===== config.mk =====
export PLATFORM = sky130hd
export DESIGN_NAME = rtcc_top
export DESIGN_NICKNAME = d
export VERILOG_FILES = /design/src/include/rtcc_pkg.sv /design/src/verilog/rtcc_flag_cell.sv /design/src/verilog/rtcc_top.sv
export SDC_FILE = /design/constraint.sdc
export NUM_CORES = 1
export LEC_CHECK = 0
export ABC_AREA = 0
export BUFFER_PORTS_ARGS = -buffer_cell sky130_fd_sc_hd__buf_2
export CORE_UTILIZATION = 49
export CTS_BUF_LIST = sky130_fd_sc_hd__clkbuf_16
export DETAILED_ROUTE_END_ITERATION = 16
export PLACE_DENSITY = 0.74
export SLEW_MARGIN = 20
export SYNTH_ARGS = -nofsm -noshare
export SYNTH_HDL_FRONTEND = slang
export SYNTH_HIERARCHICAL = 1
export SYNTH_SLANG_ARGS = --single-unit
export TNS_END_PERCENT = 5

===== constraint.sdc =====
create_clock -name clk -period 2.9 [get_ports clk]
set_clock_uncertainty 0.2 [all_clocks]
set_input_delay 0.145 -clock clk [delete_from_list [all_inputs] [get_ports clk]]
set_output_delay 0.145 -clock clk [all_outputs]
set_load 0.03 [all_outputs]

===== src/include/rtcc_pkg.sv =====
// Constants and carrier types for the clock control, status and interrupt block.
// Assumes a byte-wide register map reached as 32-bit APB words at four times the index.
package rtcc_pkg;

  // APB address width and register indices (byte address = 4 * index)
  localparam int unsigned APB_AW = 12;
  localparam logic [7:0] IDX_IRQ_EN = 8'h42;
  localparam logic [7:0] IDX_CTRL = 8'h43;
  localparam logic [7:0] IDX_FLAGS = 8'h44;
  localparam logic [7:0] IDX_ALM_MIN = 8'h45;
  localparam logic [7:0] IDX_ALM_HR = 8'h46;
  localparam logic [7:0] IDX_SEC = 8'h47;
  localparam logic [7:0] IDX_MIN = 8'h48;
  localparam logic [7:0] IDX_HR = 8'h49;
  localparam logic [7:0] IDX_DAY = 8'h4A;
  localparam logic [7:0] IDX_SWV = 8'h4E;

  // Reset value shared by every register of the block
  localparam logic [7:0] RST_BYTE = 8'h00;

  // Clock control register fields
  localparam int unsigned CTRL_CLR_BIT = 7;
  localparam int unsigned CTRL_SWE_BIT = 6;
  localparam int unsigned CTRL_MEN_BIT = 5;
  localparam int unsigned XSEL_LSB = 0;
  localparam int unsigned XSEL_W = 3;

  // Flag and enable bit positions (same layout in both registers)
  localparam int unsigned F_ALARM = 7;
  localparam int unsigned F_STOPWATCH = 6;
  localparam int unsigned F_DAY = 5;
  localparam int unsigned F_HOUR = 4;
  localparam int unsigned F_MINUTE = 3;
  localparam int unsigned F_SECOND = 2;
  localparam int unsigned F_HALF = 1;
  localparam int unsigned F_QUARTER = 0;
  localparam int unsigned NUM_FLAGS = 8;

  // Register whose read completes the clear sequence of each flag
  typedef logic [NUM_FLAGS-1:0][7:0] rtcc_idx_map_t;
  localparam rtcc_idx_map_t FLAG_CLR_IDX = {
    IDX_ALM_HR, IDX_SWV, IDX_DAY, IDX_HR, IDX_MIN, IDX_SEC, IDX_SWV, IDX_SWV
  };

  // Crystal select codes and prescaler divisors to the fast tick
  localparam logic [2:0] XSEL_32K768 = 3'h0;
  localparam logic [2:0] XSEL_32K000 = 3'h2;
  localparam logic [2:0] XSEL_38K400 = 3'h3;
  localparam int unsigned XSEL_HI_BIT = 2;
  localparam int unsigned XSEL_LO_BIT = 0;
  localparam logic [9:0] DIV_32K768 = 10'h100;
  localparam logic [9:0] DIV_32K000 = 10'h140;
  localparam logic [9:0] DIV_38K400 = 10'h180;
  localparam logic [9:0] DIV_64K000 = 10'h280;
  localparam logic [9:0] DIV_76K800 = 10'h300;

  // Fast ticks per quarter second and the stopwatch scaling
  localparam logic [5:0] QTR_TICKS_128 = 6'h20;
  localparam logic [5:0] QTR_TICKS_100 = 6'h19;
  localparam logic [7:0] SW_TICKS_128 = 8'h80;
  localparam logic [7:0] SW_TICKS_100 = 8'h64;
  localparam logic [13:0] SW_SCALE = 14'h0064;
  localparam int unsigned SW_SHIFT = 7;
  localparam logic [1:0] LAST_QTR = 2'h3;

  // Events coming from the counting registers
  typedef struct packed {
    logic alarm_match;
    logic day_inc;
    logic hour_inc;
    logic minute_inc;
  } rtcc_evt_s;

  // Software-written control state
  typedef struct packed {
    logic stopwatch_enable;
    logic module_enable;
    logic [XSEL_W-1:0] crystal_freq_select;
  } rtcc_ctrl_s;

endpackage


===== src/verilog/rtcc_flag_cell.sv =====
// One status flag with its two-read clear sequence.
// Assumes set and read strobes are single-cycle pulses in the clk domain.
`timescale 1ns/100ps
`default_nettype none
module rtcc_flag_cell (
  // Clock and reset
  input wire logic clk,
  input wire logic sys_rst,
  // Events
  input wire logic set_evt,
  input wire logic status_rd,
  input wire logic seen_set,
  input wire logic clear_rd,
  // Flag
  output logic flag
);
  logic armed;
  logic next_flag;
  logic next_armed;

  // A set in the clearing cycle wins
  assign next_flag = set_evt | (flag & ~(armed & clear_rd));
  // Armed only by a status read that returned the flag as set
  assign next_armed = status_rd ? seen_set : (clear_rd ? 1'b0 : armed);

  always_ff @(posedge clk) begin
    if (sys_rst) begin
      flag <= 1'b0;
      armed <= 1'b0;
    end else begin
      flag <= next_flag;
      armed <= next_armed;
    end
  end
endmodule
`default_nettype wire


===== src/verilog/rtcc_top.sv =====
// Control, status and interrupt logic of the calendar clock, with prescaler and stopwatch.
// Assumes an APB master, a synchronous crystal tick pulse and an outside counting block.
//
// Summary of operation
// - In wait mode counting continues; any enabled flag raises the wake request.
// - With oscillator kept in stop, counting continues and enabled flags wake.
// - Stop without oscillator freezes the block; all register contents are kept.
// - Interrupt enable register: eight read/write enables, cleared by reset.
// - Interrupt request while any flag is set with its enable set.
// - Stopwatch clear bit zeroes the stopwatch only, self-clears, reads zero.
// - Stopwatch enable lets the value count hundredths; otherwise it holds.
// - Module enable gates all counting; clearing it keeps register contents.
// - Crystal select field takes only the first write after reset.
// - Crystal select picks prescaler for 32.768, 32, 38.4, 64, 76.8 kHz.
// - Status register shows eight read-only flags, zero after reset.
// - Alarm flag sets on hour/minute match; cleared by status then alarm hour read.
// - Stopwatch flag sets per stopwatch tick; cleared via stopwatch value read.
// - Day flag sets per day increment; cleared via day register read.
// - Hour flag sets per hour increment; cleared via hour register read.
// - Minute flag sets per minute increment; cleared via minute register read.
// - Second flag sets per second; cleared via seconds register read.
// - Half and quarter second flags; cleared via stopwatch value read.
//
// The APB register port was chosen for this implementation.
`timescale 1ns/100ps
`default_nettype none
module rtcc_top (
  // Clock and reset
  input wire logic clk,
  input wire logic sys_rst,
  // APB slave
  input wire logic psel,
  input wire logic penable,
  input wire logic pwrite,
  input wire logic [rtcc_pkg::APB_AW-1:0] paddr,
  input wire logic [31:0] pwdata,
  output logic [31:0] prdata,
  output logic pready,
  output logic pslverr,
  // Counting registers outside
  input wire logic [7:0] ext_rdata,
  input wire rtcc_pkg::rtcc_evt_s evt,
  output logic second_tick,
  // Crystal and power modes
  input wire logic xtal_tick,
  input wire logic stop_mode,
  input wire logic osc_run_in_stop,
  // Status to the processor
  output logic irq_req,
  output logic wake_req,
  output logic module_active
);

  // Register state
  logic [7:0] irq_en;
  rtcc_pkg::rtcc_ctrl_s ctrl;
  logic xsel_locked;
  logic alarm_q;
  logic [9:0] div_cnt;
  logic [5:0] qtr_cnt;
  logic [1:0] qtr_num;
  logic [7:0] sw_raw;
  logic [7:0] flags;

  // APB decode
  logic access;
  logic done;
  logic wr;
  logic rd;
  logic idx_ok;
  logic [7:0] idx;
  logic mapped;
  logic hit_en;
  logic hit_ctrl;
  logic hit_flags;
  logic hit_swv;
  logic [7:0] rd_byte;
  logic [31:0] next_prdata;

  // Datapath wires
  logic run;
  logic frozen;
  logic tick_en;
  logic is128;
  logic [9:0] divisor;
  logic fast_tick;
  logic [5:0] qtr_len;
  logic [7:0] sw_len;
  logic qtr_wrap;
  logic sec_evt;
  logic half_evt;
  logic chr_evt;
  logic sw_clear;
  logic [13:0] sw_prod;
  logic [6:0] sw_val;
  logic alarm_set;
  logic [7:0] set_vec;
  logic status_rd;
  logic any_irq;

  // Request phases: one wait state so read data comes from a flop
  assign access = psel & penable & ~pready;
  assign done = psel & penable & pready;
  assign wr = done & pwrite;
  assign rd = done & ~pwrite;

  // Byte address is four times the index; lanes 31:8 are unused
  assign idx_ok = (paddr[1:0] == 2'h0) && (paddr[11:10] == 2'h0);
  assign idx = paddr[9:2];
  assign mapped = idx_ok && (idx >= rtcc_pkg::IDX_IRQ_EN) && (idx <= rtcc_pkg::IDX_SWV);
  assign hit_en = idx_ok && (idx == rtcc_pkg::IDX_IRQ_EN);
  assign hit_ctrl = idx_ok && (idx == rtcc_pkg::IDX_CTRL);
  assign hit_flags = idx_ok && (idx == rtcc_pkg::IDX_FLAGS);
  assign hit_swv = idx_ok && (idx == rtcc_pkg::IDX_SWV);

  // Read mux; the clear bit always reads zero
  assign rd_byte = hit_en ? irq_en :
                   hit_ctrl ? {1'b0, ctrl.stopwatch_enable, ctrl.module_enable,
                               2'h0, ctrl.crystal_freq_select} :
                   hit_flags ? flags :
                   hit_swv ? {1'b0, sw_val} :
                   mapped ? ext_rdata : rtcc_pkg::RST_BYTE;
  assign next_prdata = {24'h000000, rd_byte};

  always_ff @(posedge clk) begin
    if (sys_rst) begin
      prdata <= 32'h00000000;
      pready <= 1'b0;
      pslverr <= 1'b0;
    end else begin
      pready <= access;
      pslverr <= access & ~mapped;
      if (access) begin
        prdata <= next_prdata;
      end
    end
  end

  // Interrupt enables
  always_ff @(posedge clk) begin
    if (sys_rst) begin
      irq_en <= rtcc_pkg::RST_BYTE;
    end else if (wr && hit_en) begin
      irq_en <= pwdata[7:0];
    end
  end

  // Clock control; crystal select locks after its first write
  always_ff @(posedge clk) begin
    if (sys_rst) begin
      ctrl <= '0;
      xsel_locked <= 1'b0;
    end else if (wr && hit_ctrl) begin
      ctrl.stopwatch_enable <= pwdata[rtcc_pkg::CTRL_SWE_BIT];
      ctrl.module_enable <= pwdata[rtcc_pkg::CTRL_MEN_BIT];
      xsel_locked <= 1'b1;
      if (!xsel_locked) begin
        ctrl.crystal_freq_select <= pwdata[rtcc_pkg::XSEL_LSB +: rtcc_pkg::XSEL_W];
      end
    end
  end

  // The clear bit is never stored, so it acts for exactly one cycle
  assign sw_clear = wr & hit_ctrl & pwdata[rtcc_pkg::CTRL_CLR_BIT];

  // Stop without the oscillator freezes everything in place
  assign frozen = stop_mode & ~osc_run_in_stop;
  assign run = ctrl.module_enable & ~frozen;
  assign tick_en = run & xtal_tick;

  // Prescaler selection; the reserved code falls back to the 32.768 kHz divisor
  assign is128 = (ctrl.crystal_freq_select == rtcc_pkg::XSEL_32K768) ||
                 (ctrl.crystal_freq_select == 3'h1);
  assign divisor = ctrl.crystal_freq_select[rtcc_pkg::XSEL_HI_BIT] ?
                   (ctrl.crystal_freq_select[rtcc_pkg::XSEL_LO_BIT] ?
                    rtcc_pkg::DIV_76K800 : rtcc_pkg::DIV_64K000) :
                   (ctrl.crystal_freq_select == rtcc_pkg::XSEL_32K000) ?
                   rtcc_pkg::DIV_32K000 :
                   (ctrl.crystal_freq_select == rtcc_pkg::XSEL_38K400) ?
                   rtcc_pkg::DIV_38K400 : rtcc_pkg::DIV_32K768;
  assign qtr_len = is128 ? rtcc_pkg::QTR_TICKS_128 : rtcc_pkg::QTR_TICKS_100;
  assign sw_len = is128 ? rtcc_pkg::SW_TICKS_128 : rtcc_pkg::SW_TICKS_100;

  // Fast tick at 100 Hz or 128 Hz
  assign fast_tick = tick_en && (div_cnt == divisor - 10'h001);

  always_ff @(posedge clk) begin
    if (sys_rst) begin
      div_cnt <= 10'h000;
    end else if (fast_tick) begin
      div_cnt <= 10'h000;
    end else if (tick_en) begin
      div_cnt <= div_cnt + 10'h001;
    end
  end

  // Quarter-second timebase, halves and whole seconds derived from it
  assign qtr_wrap = fast_tick && (qtr_cnt == qtr_len - 6'h01);
  assign half_evt = qtr_wrap & qtr_num[0];
  assign sec_evt = qtr_wrap && (qtr_num == rtcc_pkg::LAST_QTR);

  always_ff @(posedge clk) begin
    if (sys_rst) begin
      qtr_cnt <= 6'h00;
      qtr_num <= 2'h0;
    end else if (qtr_wrap) begin
      qtr_cnt <= 6'h00;
      qtr_num <= qtr_num + 2'h1;
    end else if (fast_tick) begin
      qtr_cnt <= qtr_cnt + 6'h01;
    end
  end

  // Stopwatch raw count; clear has priority and touches nothing else
  assign chr_evt = fast_tick & ctrl.stopwatch_enable;

  always_ff @(posedge clk) begin
    if (sys_rst) begin
      sw_raw <= rtcc_pkg::RST_BYTE;
    end else if (sw_clear) begin
      sw_raw <= rtcc_pkg::RST_BYTE;
    end else if (chr_evt) begin
      sw_raw <= (sw_raw == sw_len - 8'h01) ? rtcc_pkg::RST_BYTE : sw_raw + 8'h01;
    end
  end

  // At 128 Hz the raw count is scaled to hundredths before it is shown
  assign sw_prod = 14'(sw_raw) * rtcc_pkg::SW_SCALE;
  assign sw_val = is128 ? sw_prod[13:rtcc_pkg::SW_SHIFT] : sw_raw[6:0];

  // Alarm sets once on entering the match, not every cycle of it
  always_ff @(posedge clk) begin
    if (sys_rst) begin
      alarm_q <= 1'b0;
    end else if (run) begin
      alarm_q <= evt.alarm_match;
    end
  end
  assign alarm_set = run & evt.alarm_match & ~alarm_q;

  // Flag set sources in register bit order
  assign set_vec[rtcc_pkg::F_ALARM] = alarm_set;
  assign set_vec[rtcc_pkg::F_STOPWATCH] = chr_evt;
  assign set_vec[rtcc_pkg::F_DAY] = run & evt.day_inc;
  assign set_vec[rtcc_pkg::F_HOUR] = run & evt.hour_inc;
  assign set_vec[rtcc_pkg::F_MINUTE] = run & evt.minute_inc;
  assign set_vec[rtcc_pkg::F_SECOND] = sec_evt;
  assign set_vec[rtcc_pkg::F_HALF] = half_evt;
  assign set_vec[rtcc_pkg::F_QUARTER] = qtr_wrap;

  // Arming uses the value actually returned on the bus, not the live flag
  assign status_rd = rd & hit_flags;

  genvar gi;
  generate
    for (gi = 0; gi < rtcc_pkg::NUM_FLAGS; gi = gi + 1) begin : g_flag
      logic clear_rd;
      assign clear_rd = rd && idx_ok && (idx == rtcc_pkg::FLAG_CLR_IDX[gi]);
      rtcc_flag_cell u_cell (
        .clk(clk),
        .sys_rst(sys_rst),
        .set_evt(set_vec[gi]),
        .status_rd(status_rd),
        .seen_set(prdata[gi]),
        .clear_rd(clear_rd),
        .flag(flags[gi])
      );
    end
  endgenerate

  // One level request from every enabled flag
  assign any_irq = |(flags & irq_en);

  // Frozen stop cannot wake on its own; an outside interrupt must end it
  always_ff @(posedge clk) begin
    if (sys_rst) begin
      irq_req <= 1'b0;
      wake_req <= 1'b0;
      module_active <= 1'b0;
      second_tick <= 1'b0;
    end else begin
      irq_req <= any_irq;
      wake_req <= any_irq & ~frozen;
      module_active <= run;
      second_tick <= sec_evt;
    end
  end

endmodule
`default_nettype wire

== Word-level counts from Yosys, hierarchy flattened ==
Index checks and enable logic that the tools add are counted.

* Register bits after elaboration: 71
* Input bits: 64
* Output and inout bits: 38
* Word-level logic and storage cells: 180

* Add/sub/neg operators: 7
* $mul: 1
* Magnitude comparators: 2
* Equal/unequal tests: 16
* Muxes and demuxes: 27
* Bitwise gates (word level): 60
* Reductions and logical operators: 34

{| class="wikitable"
|+ Operators with widths
! kind !! number
|-
| == test 8 x 7 -> 1 bit (second input constant) || 9
|-
| two-way mux 8 bit || 9
|-
| bitwise AND 1 bit || 36
|-
| logical AND 1 bit || 19
|-
| inverter 1 bit || 15
|-
| two-way mux 1 bit || 14
|-
| multiplier 8 x 5 -> 12 bit (second input constant) || 1
|-
| nonzero test 2 bit || 6
|-
| adder 10 x 1 -> 10 bit (second input constant) || 1
|-
| == test 10 bit || 1
|-
| two-way mux 10 bit || 1
|-
| subtractor 10 x 1 -> 10 bit (second input constant) || 1
|-
| two-way mux 9 bit || 1
|-
| adder 8 x 1 -> 8 bit (second input constant) || 1
|-
| bitwise AND 8 bit || 1
|-
| == test 8 bit || 1
|-
| >= comparator 8 x 7 -> 1 bit (second input constant) || 1
|-
| less-or-equal comparator 8 x 7 -> 1 bit (second input constant) || 1
|-
| OR 1 bit || 8
|-
| OR reduction 8 bit || 1
|-
| subtractor 8 x 1 -> 8 bit (second input constant) || 1
|-
| two-way mux 7 bit || 1
|-
| adder 6 x 1 -> 6 bit (second input constant) || 1
|-
| == test 3 x 2 -> 1 bit (second input constant) || 2
|-
| 11 further kinds || 14
|}

== Depth between registers and ports, before layout ==
* Word-level depth: 10
* Depth in mapped cells: 12
* Gate-level depth less buffers: 12

== Modules after synthesis ==
Netlist, hierarchy kept.

{| class="wikitable"
|+ By module, submodules not included
! module !! times used !! cells an instance !! area an instance (um^2) !! sequential area each (um^2)
|-
| rtcc_top || 1 || 463 || 3787.4 || 1101.1
|-
| rtcc_flag_cell || 8 || 8 || 73.8 || 40.0
|}

== Least setup slack after synthesis ==
No wires, ideal clock.

* Path kind: register to register
* From: register sw_raw[2]
* To: register prdata[6]
* Library setup time: 0.129 ns
* Arrival: 2.777 ns
* Required time: 2.571 ns
* Path slack: -0.207 ns
* Cell stages (with the launch flop): 11
* Buffers on the path: 0
* Clock period less this slack: 3.107 ns
* Cells stage by stage: dfxtp_1 ha_1 ha_1 fa_1 ha_1 o21ai_0 a21oi_1 or3_1 a31oi_1 mux2i_1 a31oi_1

* Longest elaborated chain between the ends: 6

{| class="wikitable"
|+ Ends and longest elaborated chain
! item !! RTL line !! text
|-
| from (decl) || rtcc_top.sv:62 || <nowiki>logic [7:0] sw_raw;</nowiki>
|-
| from (signal assigned) || rtcc_top.sv:219 || <nowiki>sw_raw <= rtcc_pkg::RST_BYTE;</nowiki>
|-
| from (signal assigned) || rtcc_top.sv:221 || <nowiki>sw_raw <= rtcc_pkg::RST_BYTE;</nowiki>
|-
| from (signal assigned) || rtcc_top.sv:223 || <nowiki>sw_raw <= (sw_raw == sw_len - 8'h01) ? rtcc_pkg::RST_BYTE : sw_raw + 8'h01;</nowiki>
|-
| multiplier 8 x 5 -> 12 bit || rtcc_top.sv:228 || <nowiki>assign sw_prod = 14'(sw_raw) * rtcc_pkg::SW_SCALE;</nowiki>
|-
| two-way mux 7 bit || rtcc_top.sv:229 || <nowiki>assign sw_val = is128 ? sw_prod[13:rtcc_pkg::SW_SHIFT] : sw_raw[6:0];</nowiki>
|-
| two-way mux 8 bit || rtcc_top.sv:121 || <nowiki>hit_swv ? {1'b0, sw_val} :</nowiki>
|-
| two-way mux 8 bit || rtcc_top.sv:120 || <nowiki>hit_flags ? flags :</nowiki>
|-
| two-way mux 8 bit || rtcc_top.sv:118 || <nowiki>hit_ctrl ? {1'b0, ctrl.stopwatch_enable, ctrl.module_enable,</nowiki>
|-
| two-way mux 8 bit || rtcc_top.sv:117 || <nowiki>assign rd_byte = hit_en ? irq_en :</nowiki>
|-
| to (signal assigned) || rtcc_top.sv:134 || <nowiki>prdata <= next_prdata;</nowiki>
|-
| to (decl) || rtcc_top.sv:37 || <nowiki>output logic [31:0] prdata,</nowiki>
|}

No other way between the ends.
A chain may end at the register's enable or synchronous reset.

== Worst setup path in the final report ==
* From: register sw_raw[4]
* To: register prdata[2]

The elaborated chain is that of the path after synthesis.

==> summary.md <==
| Metric | Value |
|---|---|
| Vias in the first global route | 3891 |
| CTS Root Cell | clkbuf_16 |
| DRC marker count from the first detailed-route iteration | between 200 and 250 |
| MaxCap Viol Count | 0 |
| Hold Vio Cnt, Final | 0 |
| Worst r2r dst | prdata[2] |
| Worst reg2reg path startpoint | sw_raw[4] |
| Worst slew margin | approximately three fifths |
| First-pass GRT wire length | 17900 um |
| Maximum clock rate | 328 MHz |
| Overall power | 2.23 mW |
| Switching Power | 605 uW |
| Worst VDD drop | 0.270 mV |
| Clock Latency Late Sink | 0.34 ns |
| DP Cell Count | around 700 |
| Setup slack at placement | -0.266 ns |
| Yosys cell types | 62 |
| R2r setup slk | -0.15 ns |
| Post-route clock period utilization | 105% |
| Via count | approximately 4200 |
| CP Launch Point | sw_raw[4] |
| Max clock buf depth | 2 |
| Final wirelength | 11800 um |
| Slowest stage cell on the critical path | fa_1 |
| Failing checks | setup timing |
| Leak | around 2.2 nW |
| End point of the critical path | prdata[2] |
| Warnings, synthesis | 6 |
| Finished Layout Cells | 725 |
| Run status | complete, but fails checks |
| Final Critical Period | 3.05 ns |
| Main synth FF type | dfxtp_1 |
| Final WS setup | -0.152 ns |
| Number of I/O pins | between 100 and 150 |
| Synth Instances | 527 |
| Buffers on Ports | 53 |
| Final setup viols | 5 |
| First-pass iteration count of the detailed router | 5 |
| Mapped cell area | 0.00438 sq mm |
| Min-delay worst type | primary input to flop |
| Largest net degree at the start of global routing | 55 |
| Cell Chain, Critical Path | ha_4, ha_4, inv_2, fa_1, inv_2, ha_4, a211oi_1, nor3_2, a21oi_1, or4_1, a311oi_2 |
| Number of synthesized flops with an enable pin | 0 |
| Pwr Density | 416 mW/mm^2 |
| Final nets | 707 |
| CTS tree | yes |
| Initial cell density of the core | 50.4% |
| DRC violations left | 0 |
| CTS Buf Count | 9 |
| Sw Ratio | 27.1% |
| Share of cells above drive strength 1 | 22.9% |
| Fillers | 718 |
| Clock Power Share | 48.3% |
| H-tree Lvls | 3 |
| Arr. time, crit path | 3.10 ns |
| Clk sinks | 71 |
| Most frequent cell after synthesis | nor2_1 |
| Clock slew at reported path FFs | 0.06 ns |
| Crit-path max FO | 4 |
| CP dominant cell by count | ha_4 |
| Yosys top cell area share | 32.5% |
| Comb pwr share | about 7.7% |
| Post-synth ARST share | 0% |
| Layout area overhead | 22.7% |
| Row cnt | 34 |
| CP Class | flop to flop |
| #FFs+latches synth | 71 |
| Worst hold slack | 0.0108 ns |
| CP peak stage delay | 0.53 ns |
| Grt total ovfl | 0 |
| Via density per instance | 5.74 |
| Die ar. | roughly 0.0093 sq mm |
| Initial antenna violation count | 0 |
| Req. time, crit path | between 2 and 3 ns |
| Core Box Area | 0.00868 sq mm |
| FF-to-FF path depth | 11 |
| WL per Instance | roughly 16 um |
| Sequential area share after synthesis | between 30 and 40% |
| Final core occ | 61.9% |
| GPL Wtd Cong | between 0.9 and 1 |
| Area contributors post-synth | dfxtp_1 32%, ha_1 8.0%, nor2_1 6.9% |
| Seq pwr share | 44.0% |
| CP Capture Type | flop |
| Die width | between 90 and 100 um |
| Commonest cells post-synth | 80 x nor2_1, 71 x dfxtp_1, 31 x nand2_1, 28 x a21oi_1, 28 x ha_1 |
| Total GRT Usage | between 20 and 30% |
| Yosys top cell by area | dfxtp_1 |
| Unrepaired setup endpoints after global routing | true |
| Max Slew Vio Count | 0 |
| ANT cells | 0 |
| Cell-internal power | 1.63 mW |
| Final HPWL DP | 8420 um |
| Worst-margin pin slew | 0.590 ns |
| Worst setup SP type | flop |
| Number of routed nets with antenna violations | 0 |
| Mean area per synthesized cell | 8.31 sq um |
| Die Ht | about 97 um |
[stage by stage]
stage	area (sq um)	TNS, ns
global route	5370	-1.02
global placement	4870	-0.454
CTS	5310	-0.554
finish	5370	-0.496
floorplan	4500	-0.0283
detailed placement	4870	-0.913
[kinds of logic after synthesis]
family / Yosys count / synth area share [%]
AOI/OAI and AO/OA: 90 / 13.5
xor gates and xnor gates: 25 / 5.00
adders and majority gates: 31 / 9.37
buffers and inverters: 63 / 7.69
DFF: 71 / 32.5
muxes: 21 / 4.80
other: 1 / 0.0857
and+or+nand+nor: 225 / 27.1
[per-layer routing]
| metal | GRT usage, % | wire [um] | vias up |
|---|---|---|---|
| met2 | 43.4 | 5820 | 157 |
| met4 | 14.2 | 414 | 0 |
| met3 | 4.93 | 645 | 37 |
| met1 | 29.4 | 4880 | 1957 |
| met5 | 0 | 0 | - |
| li1 | - | - | 2011 |
[repair_timing]
action / 4_1_cts / 5_1_grt
hold buffers: 10 / 0
pin swaps: 4 / 15
endpoints found under the setup margin: 6 / 6
hold endpoints to repair: 15 / 0
setup buffers: 0 / 1
gates resized for setup: 7 / 15
[worst max-delay path, delay by kind of cell (launching register included)]
family	cells	cell delay (ns)
fa+ha+maj	4	1.32
flops	1	0.36
buf+inv	2	0.08
compound gates	3	0.41
simple gates	2	0.59
[layout make-up]
class / count / area, sq um / area share (%)
repair buffers: 97 / 621 / 11.6
inverters: 17 / 63.8 / 1.19
flip-flops and latches: 71 / 1430 / 26.7
clock buffers: 9 / 225 / 4.19
well taps: 108 / 135 / 2.52
multi-input cells: 416 / 2830 / 52.7
clock inverters: 7 / 63.8 / 1.19
[sequential cells by signal (all words and copies together), names as in the netlist, 2 cells and up]
signal               cells
g_flag.u_cell/flag       8
div_cnt                 10
irq_en                   8
g_flag.u_cell/armed      8
qtr_num                  2
sw_raw                   8
prdata                   8
ctrl                     5
qtr_cnt                  6
[power by group through the flow]
stage | sequential (mW) | combinational [mW] | clock [mW]
after global routing | 0.983 | 0.187 | 1.14
after CTS | 0.984 | 0.170 | 1.09
after floorplan | 1.02 | 0.117 | 0
after detailed placement | 1.01 | 0.158 | 0
final | 0.983 | 0.172 | 1.08
after global placement | 1.01 | 0.155 | 0
[how the worst min path moves through the flow]
stage	from	end	slack, ns	depth (start not counted)
2_1_floorplan	sys_rst	g_flag[0].u_cell/armed	0.01	1
3_3_place_gp	pwdata[3]	irq_en[3]	0.18	3
3_5_place_dp	pwdata[3]	irq_en[3]	0.19	3
4_1_cts	ext_rdata[7]	prdata[7]	0.01	5
5_1_grt	sys_rst	prdata[4]	0.04	3
6_report	sys_rst	prdata[4]	0.01	3
[placed cells by master, fill, tap and decap left out, types with 5 or more instances in the layout]
master and instances:
nor2_1 78, ha_4 6, dlygate4sd3_1 10, and2_1 6
nor3_1 18, nand2_1 31, inv_1 15, and3_1 9
clkbuf_16 9, a311oi_1 8, dfxtp_1 67, buf_4 34
xnor2_1 19, nand4_1 8, or2_2 5, or3b_1 8
o21ai_0 13, a21oi_1 27, xor2_1 6, buf_2 53
ha_1 21, nand3_1 15, mux2i_1 21, conb_1 24
nor2b_1 8, a31oi_1 5
No activity file was read; power rests on OpenSTA's default activity.
